`config.mk`:
```
export PLATFORM = sky130hd
export DESIGN_NAME = srb_rx_end_flat
export DESIGN_NICKNAME = d
export VERILOG_FILES = /design/src/inc/srb_pkg.sv /design/src/inc/srb_link_if.sv /design/src/core/srb_rx_end.sv /design/src/flat_wrapper.sv
export VERILOG_INCLUDE_DIRS = /design/src /design/src/inc
export SDC_FILE = /design/constraint.sdc
export NUM_CORES = 1
export LEC_CHECK = 0
export BUFFER_PORTS_ARGS = -buffer_cell sky130_fd_sc_hd__buf_2
export CAP_MARGIN = 15
export CORE_ASPECT_RATIO = 0.9
export CORE_MARGIN = 2
export CORE_UTILIZATION = 56
export CTS_CLUSTER_DIAMETER = 50
export CTS_CLUSTER_SIZE = 25
export DETAILED_ROUTE_END_ITERATION = 12
export PLACE_DENSITY = 0.74
export REMOVE_ABC_BUFFERS = 1
export SLEW_MARGIN = 20
export SYNTH_ARGS = -nofsm -noshare
export SYNTH_HDL_FRONTEND = slang
export SYNTH_SLANG_ARGS = --single-unit
```
`constraint.sdc`:
```
create_clock -name clk_sys -period 7.45 [get_ports clk_sys]
set_input_delay 0.745 -clock clk_sys [delete_from_list [all_inputs] [get_ports clk_sys]]
set_output_delay 0.745 -clock clk_sys [all_outputs]
set_load 0.01 [all_outputs]
```
`src/inc/srb_cfg.svh`:
```
/*
  Constants for the serial receiver self-test and mode logic: character
  codes, counter limits and host sequencing counts.
  Assumes it is included by bare name wherever these macros are read.
*/
// Notes on behaviour
// host drops enable, awaits first ready low
// violation high on each mismatching byte
// ready pulses high once per pattern loop
// expected pattern shown on byte outputs
// host raises enable, normal mode resumes
// deliberate pattern violations drive violation high
// transmitter sends violations before self-test
// bypass plus self-test forces decoded checking
// mode pin: high bypass, low decode, open test
// test mode uses external bit clock
// hold test, reframe, feed comma, ready marks boundary
// test or self-test reframe shows internal state
// checker unchanged in test mode
// ten bits form one character, decoded
// bit letters map to data bit numbers
// name Dxx.y or Kxx.y from bit groups
// reframe low freezes framer, ready awaits comma
// mismatch flag lasts exactly one byte
`ifndef SRB_CFG_SVH
`define SRB_CFG_SVH

// comma characters, decode constants and the framer bit count limit; bit a in the top position
`define SRB_K285_RDN     10'h0FA
`define SRB_K285_RDP     10'h305
`define SRB_K285_BYTE    8'hBC
`define SRB_VIOL_BYTE    8'hE0
`define SRB_K28_X        5'h1C
`define SRB_K28_Y5       3'h5
`define SRB_SIX_K28_RDN  6'h0F
`define SRB_SIX_K28_RDP  6'h30
`define SRB_CNT_LAST     4'h9
// one pattern loop is 256 characters, index 0 being the comma
`define SRB_VIOL_MASK    8'h3F
`define SRB_VIOL_SLOT    8'h20
`define SRB_LOOP_DATA    8'hFF
// host sequencing, in system clock cycles except SRB_TEST_HOLD and SRB_BIT_LAST, which count test clock falls
`define SRB_TCLK_HALF    4'h4
`define SRB_TEST_HOLD    8'h10
`define SRB_PRE_VIOL_CYC 16'h0190
`define SRB_BIT_LAST     4'h9

`endif

```
`src/inc/srb_pkg.sv`:
```
/*
  Types shared by both ends of the receiver test link.
  Assumes nothing beyond a SystemVerilog compiler.
*/
package srb_pkg;

  // mode pin sense: high, low, or left open
  typedef enum logic [1:0] {
    SRB_MODE_DECODED = 2'b00,
    SRB_MODE_BYPASS  = 2'b01,
    SRB_MODE_TEST    = 2'b10
  } srb_mode_t;

  typedef enum logic [1:0] {
    SRB_BIST_IDLE = 2'b00,
    SRB_BIST_WAIT = 2'b01,
    SRB_BIST_RUN  = 2'b10
  } srb_bist_t;

  typedef enum logic [2:0] {
    SRB_H_IDLE  = 3'b000,
    SRB_H_PREV  = 3'b001,
    SRB_H_BIST  = 3'b010,
    SRB_H_THOLD = 3'b011,
    SRB_H_TSYNC = 3'b100,
    SRB_H_TRUN  = 3'b101
  } srb_host_t;

endpackage

```
`src/inc/srb_link_if.sv`:
```
/*
  Link between the receiver test logic and the host test logic.
  Assumes both ends run on the same system clock; serial and clock pins
  are resynchronised by the receiver.
*/
`timescale 1ns/1ps
`default_nettype none

interface srb_link_if;
  import srb_pkg::*;

  logic            serial_bit;
  logic            rec_bit_clk;
  logic            test_bit_clock_input;
  srb_mode_t       mode_sel;
  logic            self_test_enable_n;
  logic            reframe_enable;
  logic            send_violation_request;
  logic [7:0]      decoded_byte_out;
  logic            special_char_flag;
  logic            receive_violation_flag;
  logic [9:0]      raw_character_out;
  logic            ready_n;

  modport rx (
    input  serial_bit,
    input  rec_bit_clk,
    input  test_bit_clock_input,
    input  mode_sel,
    input  self_test_enable_n,
    input  reframe_enable,
    output decoded_byte_out,
    output special_char_flag,
    output receive_violation_flag,
    output raw_character_out,
    output ready_n
  );

  modport host (
    output serial_bit,
    output rec_bit_clk,
    output test_bit_clock_input,
    output mode_sel,
    output self_test_enable_n,
    output reframe_enable,
    output send_violation_request,
    input  decoded_byte_out,
    input  special_char_flag,
    input  receive_violation_flag,
    input  raw_character_out,
    input  ready_n
  );

endinterface

`default_nettype wire

```
`src/core/srb_rx_end.sv`:
```
/*
  Receiver end: framer, 8B/10B decode, self-test checker, mode selection.
  Assumes clk_sys runs well above the bit rate; the bit clocks and serial
  data arrive as pins and are resynchronised here.
*/
`timescale 1ns/1ps
`default_nettype none
`include "srb_cfg.svh"

module srb_rx_end
  import srb_pkg::*;
(
  input  wire logic clk_sys,
  input  wire logic rst_n,
  srb_link_if.rx    lnk,
  output logic      bist_active,
  output logic      bist_locked
);

  // ==========================================================
  // code tables (negative disparity column)
  function automatic logic [5:0] enc6(input logic [4:0] v);
    logic [5:0] c;
    c = 6'h00;
    unique case (v)
      5'd0:  c = 6'b100111;  5'd1:  c = 6'b011101;
      5'd2:  c = 6'b101101;  5'd3:  c = 6'b110001;
      5'd4:  c = 6'b110101;  5'd5:  c = 6'b101001;
      5'd6:  c = 6'b011001;  5'd7:  c = 6'b111000;
      5'd8:  c = 6'b111001;  5'd9:  c = 6'b100101;
      5'd10: c = 6'b010101;  5'd11: c = 6'b110100;
      5'd12: c = 6'b001101;  5'd13: c = 6'b101100;
      5'd14: c = 6'b011100;  5'd15: c = 6'b010111;
      5'd16: c = 6'b011011;  5'd17: c = 6'b100011;
      5'd18: c = 6'b010011;  5'd19: c = 6'b110010;
      5'd20: c = 6'b001011;  5'd21: c = 6'b101010;
      5'd22: c = 6'b011010;  5'd23: c = 6'b111010;
      5'd24: c = 6'b110011;  5'd25: c = 6'b100110;
      5'd26: c = 6'b010110;  5'd27: c = 6'b110110;
      5'd28: c = 6'b001110;  5'd29: c = 6'b101110;
      5'd30: c = 6'b011110;  5'd31: c = 6'b101011;
    endcase
    return c;
  endfunction

  function automatic logic [3:0] enc4(input logic [2:0] v);
    logic [3:0] c;
    c = 4'h0;
    unique case (v)
      3'd0: c = 4'b1011;  3'd1: c = 4'b1001;
      3'd2: c = 4'b0101;  3'd3: c = 4'b1100;
      3'd4: c = 4'b1101;  3'd5: c = 4'b1010;
      3'd6: c = 4'b0110;  3'd7: c = 4'b1110;
    endcase
    return c;
  endfunction

  // positive column: unbalanced codes invert, the balanced pair swaps
  function automatic logic [5:0] pos6(input logic [5:0] c);
    if (c == 6'b111000) return 6'b000111;
    if ($countones(c) != 3) return ~c;
    return c;
  endfunction

  function automatic logic [3:0] pos4(input logic [3:0] c);
    if (c == 4'b1100) return 4'b0011;
    if ($countones(c) != 2) return ~c;
    return c;
  endfunction

  function automatic logic rd6(input logic [5:0] c, input logic rd);
    if ($countones(c) > 3 || c == 6'b000111) return 1'b1;
    if ($countones(c) < 3 || c == 6'b111000) return 1'b0;
    return rd;
  endfunction

  function automatic logic rd4(input logic [3:0] c, input logic rd);
    if ($countones(c) > 2 || c == 4'b0011) return 1'b1;
    if ($countones(c) < 2 || c == 4'b1100) return 1'b0;
    return rd;
  endfunction

  // ==========================================================
  // pin synchronisers and bit strobe
  logic [2:0] pin_s1_r, pin_s2_r;
  logic       clk_prev_r;
  logic       test_mode, bist_on, decoded_op, sel_clk, bit_en;

  always_ff @(posedge clk_sys or negedge rst_n) begin
    if (!rst_n) begin
      pin_s1_r <= 3'h0;
      pin_s2_r <= 3'h0;
    end else begin
      pin_s1_r <= {lnk.serial_bit, lnk.test_bit_clock_input,
                   lnk.rec_bit_clk};
      pin_s2_r <= pin_s1_r;
    end
  end

  // mode pin decode
  assign test_mode  = (lnk.mode_sel == SRB_MODE_TEST);
  assign bist_on    = ~lnk.self_test_enable_n;
  // bypass overridden by self-test
  assign decoded_op = (lnk.mode_sel != SRB_MODE_BYPASS) | bist_on;
  // external bit clock in test mode
  assign sel_clk    = test_mode ? pin_s2_r[1] : pin_s2_r[0];
  assign bit_en     = sel_clk & ~clk_prev_r;

  always_ff @(posedge clk_sys or negedge rst_n) begin
    if (!rst_n) clk_prev_r <= 1'b0;
    else        clk_prev_r <= sel_clk;
  end

  // ==========================================================
  // shifter and framer
  logic [9:0] sh_r, sh_nxt, ch_r;
  logic [3:0] cnt_r;
  logic       comma, char_done, ch_vld_r, rf_prev_r, inhib_r;

  assign sh_nxt    = {sh_r[8:0], pin_s2_r[2]};
  assign comma     = (sh_nxt == `SRB_K285_RDN) | (sh_nxt == `SRB_K285_RDP);
  // ten bits per character; R17 realign only with reframe high
  assign char_done = bit_en & ((cnt_r == `SRB_CNT_LAST) |
                               (lnk.reframe_enable & comma));

  always_ff @(posedge clk_sys or negedge rst_n) begin
    if (!rst_n) begin
      sh_r     <= 10'h000;
      cnt_r    <= 4'h0;
      ch_r     <= 10'h000;
      ch_vld_r <= 1'b0;
    end else begin
      ch_vld_r <= char_done;
      if (bit_en) begin
        sh_r  <= sh_nxt;
        cnt_r <= char_done ? 4'h0 : cnt_r + 4'h1;
      end
      if (char_done) ch_r <= sh_nxt;
    end
  end

  // ==========================================================
  // decoder
  logic       rd_r, rd_mid, rd_end, hit6, hit4, k28, dviol, k285;
  logic [4:0] dx;
  logic [2:0] dy;
  logic [7:0] dbyte;
  logic       dflag;

  // bit a..e,i carry A..E; f..h,j carry F..H
  always_comb begin
    hit6 = 1'b0;
    hit4 = 1'b0;
    dx   = 5'h00;
    dy   = 3'h0;
    for (int v = 0; v < 32; v++) begin
      if (ch_r[9:4] == (rd_r ? pos6(enc6(5'(v))) : enc6(5'(v)))) begin
        hit6 = 1'b1;
        dx   = 5'(v);
      end
    end
    k28    = ch_r[9:4] == (rd_r ? `SRB_SIX_K28_RDP : `SRB_SIX_K28_RDN);
    rd_mid = rd6(ch_r[9:4], rd_r);
    for (int v = 0; v < 8; v++) begin
      // K28 tails invert the positive code when rd_mid is low
      if (ch_r[3:0] == (rd_mid ? pos4(enc4(3'(v))) :
                        k28 ? ~pos4(enc4(3'(v))) : enc4(3'(v)))) begin
        hit4 = 1'b1;
        dy   = 3'(v);
      end
    end
    // alternate x.7 form accepted loosely
    if (ch_r[3:0] == (rd_mid ? 4'b1000 : 4'b0111)) begin
      hit4 = 1'b1;
      dy   = 3'h7;
    end
    rd_end = rd4(ch_r[3:0], rd_mid);
    dviol  = ~(hit6 | k28) | ~hit4;
    k285   = k28 & hit4 & (dy == `SRB_K28_Y5);
    // byte is HGF over EDCBA, flag marks K names
    if (dviol) begin
      dbyte = `SRB_VIOL_BYTE;
      dflag = 1'b1;
    end else if (k28) begin
      dbyte = {dy, `SRB_K28_X};
      dflag = 1'b1;
    end else begin
      dbyte = {dy, dx};
      dflag = 1'b0;
    end
  end

  // disparity follows every character, valid or not
  always_ff @(posedge clk_sys or negedge rst_n) begin
    if (!rst_n)        rd_r <= 1'b0;
    else if (ch_vld_r) rd_r <= rd_end;
  end

  // ready held off from reframe rise until a comma; set wins
  always_ff @(posedge clk_sys or negedge rst_n) begin
    if (!rst_n) begin
      rf_prev_r <= 1'b0;
      inhib_r   <= 1'b0;
    end else begin
      rf_prev_r <= lnk.reframe_enable;
      if (lnk.reframe_enable & ~rf_prev_r) inhib_r <= 1'b1;
      else if (ch_vld_r & k285)            inhib_r <= 1'b0;
    end
  end

  // ==========================================================
  // self-test checker
  srb_bist_t  bst_r;
  logic [7:0] idx_r, exp_byte;
  logic       exp_flag, exp_viol, mism;

  always_comb begin
    exp_viol = 1'b0;
    if (idx_r == 8'h00) begin
      exp_byte = `SRB_K285_BYTE;
      exp_flag = 1'b1;
    end else if ((idx_r & `SRB_VIOL_MASK) == `SRB_VIOL_SLOT) begin
      exp_byte = `SRB_VIOL_BYTE;
      exp_flag = 1'b1;
      exp_viol = 1'b1;
    end else begin
      exp_byte = idx_r;
      exp_flag = 1'b0;
    end
    mism = {dbyte, dflag, dviol} != {exp_byte, exp_flag, exp_viol};
  end

  // comma starts the checker; R5 enable high returns to idle
  // no dependence on the mode pin here
  always_ff @(posedge clk_sys or negedge rst_n) begin
    if (!rst_n) begin
      bst_r <= SRB_BIST_IDLE;
      idx_r <= 8'h00;
    end else if (!bist_on) begin
      bst_r <= SRB_BIST_IDLE;
    end else if (ch_vld_r) begin
      unique case (bst_r)
        SRB_BIST_IDLE: bst_r <= SRB_BIST_WAIT;
        SRB_BIST_WAIT: begin
          if (k285) begin
            bst_r <= SRB_BIST_RUN;
            idx_r <= 8'h01;
          end
        end
        SRB_BIST_RUN:  idx_r <= idx_r + 8'h01;
        default:       bst_r <= SRB_BIST_IDLE;
      endcase
    end else if (bst_r == SRB_BIST_IDLE) begin
      bst_r <= SRB_BIST_WAIT;
    end
  end

  // ==========================================================
  // output stage with one character of lookahead for fill strings
  logic [7:0] hold_byte_r, byte_r;
  logic       hold_flag_r, hold_viol_r, hold_k285_r;
  logic       flag_r, viol_r, rdy_r, internal, rdy_nxt;
  logic [9:0] raw_r;

  // internal state view
  assign internal = test_mode | (bist_on & lnk.reframe_enable);

  always_comb begin
    rdy_nxt = 1'b0;
    if (ch_vld_r) begin
      if (bst_r == SRB_BIST_RUN)
        // missing low pulse at loop start
        rdy_nxt = (idx_r != 8'h00);
      else if (bst_r == SRB_BIST_WAIT)
        rdy_nxt = k285;
      // the comma ending the hold-off marks the boundary
      else if (inhib_r)
        rdy_nxt = k285;
      else if (!decoded_op)
        rdy_nxt = ~lnk.reframe_enable | (ch_r == `SRB_K285_RDN) |
                  (ch_r == `SRB_K285_RDP);
      else
        rdy_nxt = ~(hold_k285_r & k285);
    end
  end

  always_ff @(posedge clk_sys or negedge rst_n) begin
    if (!rst_n) begin
      hold_byte_r <= 8'h00;
      hold_flag_r <= 1'b0;
      hold_viol_r <= 1'b0;
      hold_k285_r <= 1'b0;
      byte_r      <= 8'h00;
      flag_r      <= 1'b0;
      viol_r      <= 1'b0;
      raw_r       <= 10'h000;
      rdy_r       <= 1'b0;
    end else begin
      rdy_r <= rdy_nxt;
      if (ch_vld_r) begin
        hold_byte_r <= dbyte;
        hold_flag_r <= dflag;
        hold_viol_r <= dviol;
        hold_k285_r <= k285;
        raw_r       <= ch_r;
        if (internal) begin
          byte_r <= {bst_r, inhib_r, rd_r, cnt_r};
          flag_r <= k28;
          viol_r <= mism;
        end else if (bst_r == SRB_BIST_RUN) begin
          // expected pattern shown
          byte_r <= exp_byte;
          flag_r <= exp_flag;
          // one byte high per mismatch or planted violation
          viol_r <= mism | exp_viol;
        end else if (bst_r == SRB_BIST_WAIT) begin
          byte_r <= dbyte;
          flag_r <= dflag;
          viol_r <= dviol;
        end else begin
          byte_r <= hold_byte_r;
          flag_r <= hold_flag_r;
          viol_r <= hold_viol_r;
        end
      end
    end
  end

  // raw character always on the bypass outputs
  assign lnk.raw_character_out      = raw_r;
  assign lnk.decoded_byte_out       = byte_r;
  assign lnk.special_char_flag      = flag_r;
  assign lnk.receive_violation_flag = viol_r;
  assign lnk.ready_n                = ~rdy_r;
  assign bist_active                = (bst_r != SRB_BIST_IDLE);
  assign bist_locked                = (bst_r == SRB_BIST_RUN);

endmodule

`default_nettype wire

```
`src/flat_wrapper.sv`:
```
// flat-port wrapper written by rule: the top's interface ports become plain ports
module srb_rx_end_flat import srb_pkg::*;
  (clk_sys, rst_n, bist_active, bist_locked, lnk_serial_bit, lnk_rec_bit_clk, lnk_test_bit_clock_input, lnk_mode_sel, lnk_self_test_enable_n, lnk_reframe_enable, lnk_decoded_byte_out, lnk_special_char_flag, lnk_receive_violation_flag, lnk_raw_character_out, lnk_ready_n);
  srb_link_if lnk_i ();
  input  wire logic clk_sys;
  input  wire logic rst_n;
  output logic bist_active;
  output logic bist_locked;
  input wire logic [$bits(lnk_i.serial_bit)-1:0] lnk_serial_bit;
  input wire logic [$bits(lnk_i.rec_bit_clk)-1:0] lnk_rec_bit_clk;
  input wire logic [$bits(lnk_i.test_bit_clock_input)-1:0] lnk_test_bit_clock_input;
  input wire logic [$bits(lnk_i.mode_sel)-1:0] lnk_mode_sel;
  input wire logic [$bits(lnk_i.self_test_enable_n)-1:0] lnk_self_test_enable_n;
  input wire logic [$bits(lnk_i.reframe_enable)-1:0] lnk_reframe_enable;
  output wire logic [$bits(lnk_i.decoded_byte_out)-1:0] lnk_decoded_byte_out;
  output wire logic [$bits(lnk_i.special_char_flag)-1:0] lnk_special_char_flag;
  output wire logic [$bits(lnk_i.receive_violation_flag)-1:0] lnk_receive_violation_flag;
  output wire logic [$bits(lnk_i.raw_character_out)-1:0] lnk_raw_character_out;
  output wire logic [$bits(lnk_i.ready_n)-1:0] lnk_ready_n;
  assign lnk_i.serial_bit = lnk_serial_bit;
  assign lnk_i.rec_bit_clk = lnk_rec_bit_clk;
  assign lnk_i.test_bit_clock_input = lnk_test_bit_clock_input;
  assign lnk_i.mode_sel = lnk_mode_sel;
  assign lnk_i.self_test_enable_n = lnk_self_test_enable_n;
  assign lnk_i.reframe_enable = lnk_reframe_enable;
  assign lnk_decoded_byte_out = lnk_i.decoded_byte_out;
  assign lnk_special_char_flag = lnk_i.special_char_flag;
  assign lnk_receive_violation_flag = lnk_i.receive_violation_flag;
  assign lnk_raw_character_out = lnk_i.raw_character_out;
  assign lnk_ready_n = lnk_i.ready_n;
  srb_rx_end u_core (.clk_sys(clk_sys), .rst_n(rst_n), .lnk(lnk_i), .bist_active(bist_active), .bist_locked(bist_locked));
endmodule
```
==> metrics.md <==
| Metric | Value |
|---|---|
| # rows | `35` |
| Vias per cell | `6.324` |
| Post-synthesis sequential area ratio | `32.94%` |
| Fill cells | `a little under 900` |
| CTS tree | `built` |
| Pre-antenna DRT Iters | `6` |
| Vert. Die Dim | `100.3 µm` |
| Worst Path Max Fanout | `20` |
| Placer congestion estimate | `0.9743` |
| Num Clock Sinks | `76` |
| Hold Path End | `u_core.pin_s2_r[1]$_DFF_PN0_` |
| Worst slew margin | `about a third` |
| Achievable frequency | `approximately 210 MHz` |
| Initial antenna violation count | `0` |
| Area leader, netlist | `dfrtp_1` |
| Count of cell types in the netlist | `79` |
| Clock Skew | `6.096 ps` |
| Clock buffer count from CTS | `9` |
| Post-layout util | `60.94%` |
| Critical path class | `flop to flop` |
| Worst-Skew Late Latency | `about 340 ps` |
| Met3 WL | `about 1.1 mm` |
| Asr flop ratio synth | `100.0%` |
| Placed instance count | `approximately 800` |
| IO buf count | `31` |
| Vias in the first global route | `roughly 4900` |
| DPL Wire Length | `10.47 mm` |
| Worst Hold Class | `flop to flop` |
| Worst Hold Depth | `0` |
| Total track usage | `27.07%` |
| Layout cells sized above 1 | `roughly 12%` |
| Worst r2r dst | `u_core.lnk.receive_violation_flag$_DFFE_PN0P_` |
| Via count | `5186` |
| HP Start | `u_core.pin_s1_r[1]$_DFF_PN0_` |
| Top Layer Used | `met4` |
| Final worst slack | `2687 ps` |
| Main synth FF type | `dfrtp_1` |
| Crit end category | `flop` |
| Area Overhead vs Synth | `7.216%` |
| Max-cap viol count | `0` |
| Area of the core | `10160 µm²` |
| Final Setup Violations | `0` |
| Final-report max-slew violation count | `0` |
| Setup_tns | `0 ps` |
| Remaining DRCs | `0` |
| Final #Nets | `a little over 700` |
| Post-synth EDFFs | `0` |
| Critical path's largest stage delay | `710 ps` |
| Initial cell density of the core | `a little under three fifths` |
| Worst Path Buf+Inv | `3` |
| Final wirelength | `between 10 and 15 mm` |
| Largest net degree at the start of global routing | `77` |
| R2r startpoint | `u_core.ch_r[4]$_DFFE_PN0P_` |
| Root Buffer | `clkbuf_16` |
| Post-Syn Instances | `685` |
| Syn avg cell area | `~8.4 µm²` |
| R2R setup slack | `about 2700 ps` |
| Period utilization | `63.94%` |
| Synth top area share | `32.94%` |
| Count of final hold-check violations | `0` |
| CP required | `7710 ps` |
| Synth top area cells | `dfrtp_1, ha_1, nand2_1` |
| First-pass GRT wire length | `24.39 mm` |
| Antenna diode count | `0` |
| Worst Max-Slew Pin Slew | `993.9 ps` |
| Drt wl/cell | `~18 µm` |
| Leak | `2.730 nW` |
| Synth Register Bits | `76` |
| Worst-case reg-to-reg path depth | `16` |
| Outcome | `finished, final reports clean` |
| CP max stage cell | `dfrtp_1` |
| Post-cts sizing count | `0` |
| Clock buffer depth | `2` |
| DRT met1 WL | `6.565 mm` |
| CP startpoint kind | `flop` |
| Number of warnings issued by yosys | `0` |
| Htree depth | `3` |
| CP arrival | `5020 ps` |
| Top Family by Delay on Critical Path | `adder cells` |
| Die extent in x | `~110 µm` |
| Iteration-0 DRC Markers | `448` |
| Routed length on met2 | `6.778 mm` |
| Clock slew seen by the registers of the worst setup and hold paths | `60 ps` |
| Crit-path cells | `ha_1 -> inv_1 -> fa_1 -> inv_1 -> ha_1 -> inv_1 -> ha_1 -> a21boi_1 -> o311ai_4 -> maj3_2 -> mux2i_1 -> nand2_1 -> or2_1 -> nor4_1 -> a2111oi_2 -> a31oi_1` |
| Total grt overflow | `0` |
| Hold bufs inserted after CTS | `0` |
| Die footprint | `11140 µm²` |
| PwrDens | `around 370 nW/µm²` |
| Peak supply drop | `0.2504 mV` |
| DP Worst Slack | `2761 ps` |
| RSZ-0062 raised after global routing | `false` |
| Antenna viol nets, final | `0` |
| Non-Filler Instances | `820` |
| Post-synthesis instance area | `5774 µm²` |
| Minimum clock period | `4763 ps` |
| IO Pins | `32` |
| Post-CTS setup buffer count | `0` |
[cell usage in the layout, fill, tap and decap left out, types with 7 or more instances in the layout]
cell       Yosys  routed
nand2_1       88      88
dfrtp_1       76      76
o21ai_0       53      53
nor2_1        51      51
a21oi_1       38      38
inv_1         33      33
buf_2          2      30
ha_1          27      27
nand3_1       21      21
mux2_2        19      19
nor2b_1       16      16
a31oi_1       12      12
and3_1        11      11
nand2b_1      10      10
nor3_1         9       9
nor3b_1        9       9
clkbuf_16      0       9
a211oi_1       8       8
mux2i_1        7       7
nand4_1        7       7
[power by group]
group	total, W	leakage, nW	switching [W]	internal [W]
logic	0.00119	1.65	0.000710	0.000479
registers	0.000687	0.954	0.000176	0.000510
clock network	0.000412	0.123	0.000184	0.000228
total	0.00229	2.73	0.00107	0.00122
[worst max-delay path by stage]
stage                                           from                                             to  slack [ps]  cells past startpoint
after CTS                 u_core.ch_r[4]$_DFFE_PN0P_  u_core.lnk.receive_violation_flag$_DFFE_PN0P_        2760                     16
after global routing      u_core.ch_r[4]$_DFFE_PN0P_  u_core.lnk.receive_violation_flag$_DFFE_PN0P_        2280                     16
after detailed placement  u_core.ch_r[4]$_DFFE_PN0P_  u_core.lnk.receive_violation_flag$_DFFE_PN0P_        2760                     16
final                     u_core.ch_r[4]$_DFFE_PN0P_  u_core.lnk.receive_violation_flag$_DFFE_PN0P_        2690                     16
after global placement    u_core.ch_r[4]$_DFFE_PN0P_  u_core.lnk.receive_violation_flag$_DFFE_PN0P_        3010                     16
after floorplan           u_core.ch_r[4]$_DFFE_PN0P_  u_core.lnk.receive_violation_flag$_DFFE_PN0P_        3380                     16
[flip-flops by register name, summed over array words and instances, names as in the netlist]
name	cells
u_core.cnt_r	4
u_core.rf_prev_r	1
u_core.pin_s1_r	3
u_core.bst_r	2
u_core.inhib_r	1
u_core.rd_r	1
u_core.lnk.decoded_byte_out	8
u_core.hold_viol_r	1
u_core.ch_r	10
u_core.hold_k285_r	1
u_core.ch_vld_r	1
u_core.hold_byte_r	8
u_core.lnk.receive_violation_flag	1
u_core.hold_flag_r	1
u_core.lnk.special_char_flag	1
u_core.rdy_r	1
u_core.clk_prev_r	1
u_core.pin_s2_r	3
u_core.sh_r	9
u_core.lnk.raw_character_out	10
u_core.idx_r	8
[cells by family after synthesis]
| logic type | share of synthesized area, % |
|---|---|
| simple gates | 24.25 |
| mux | 4.919 |
| buf+inv | 5.807 |
| flops | 32.94 |
| compound gates | 24.10 |
| xor+xnor | 0.9101 |
| fa+ha+maj | 7.086 |
[metal layers]
| metal | track usage (%) | up-vias |
|---|---|---|
| met4 | 9.117 | 0 |
| met1 | 36.97 | 2451 |
| met3 | 5.616 | 25 |
| met5 | 0 | - |
| li1 | - | 2495 |
| met2 | 43.51 | 215 |
[cell type report]
type / count / area, µm² / share of cell area (%)
clock buffer: 10 / 229.0 / 3.698
timing repair buffer: 33 / 172.7 / 2.789
sequential: 76 / 1902 / 30.72
clock inverter: 6 / 50.05 / 0.8084
tap: 129 / 161.4 / 2.607
multi-input combinational: 532 / 3543 / 57.24
inverter: 34 / 132.6 / 2.142
[per-stage QoR]
stage               total power [W]  hold slack (ps)  instance area [µm²]
finish                     0.002288            348.0                 6191
global route               0.002463            361.8                 6191
CTS                        0.002277            350.8                 6185
detailed placement         0.001857            336.3                 5906
global placement           0.001817            333.8                 5906
floorplan                  0.001529            331.2                 5572
[synth_stat cells (5+ instances only)]
cell type / number
a211oi_1: 8
a21oi_1: 38
a22oi_1: 6
a31oi_1: 12
a32oi_1: 5
and2_1: 5
and3_1: 11
clkbuf_1: 32
dfrtp_1: 76
ha_1: 27
inv_1: 33
mux2_2: 19
mux2i_1: 7
nand2_1: 88
nand2b_1: 10
nand3_1: 21
nand4_1: 7
nor2_1: 51
nor2b_1: 16
nor3_1: 9
nor3b_1: 9
nor4_1: 6
nor4bb_1: 6
o211ai_1: 6
o21a_1: 6
o21ai_0: 53
o21ai_1: 5
o22ai_1: 6
o31ai_1: 6
or3_1: 6
xnor2_1: 5
No activity file was read; power rests on OpenSTA's default activity.
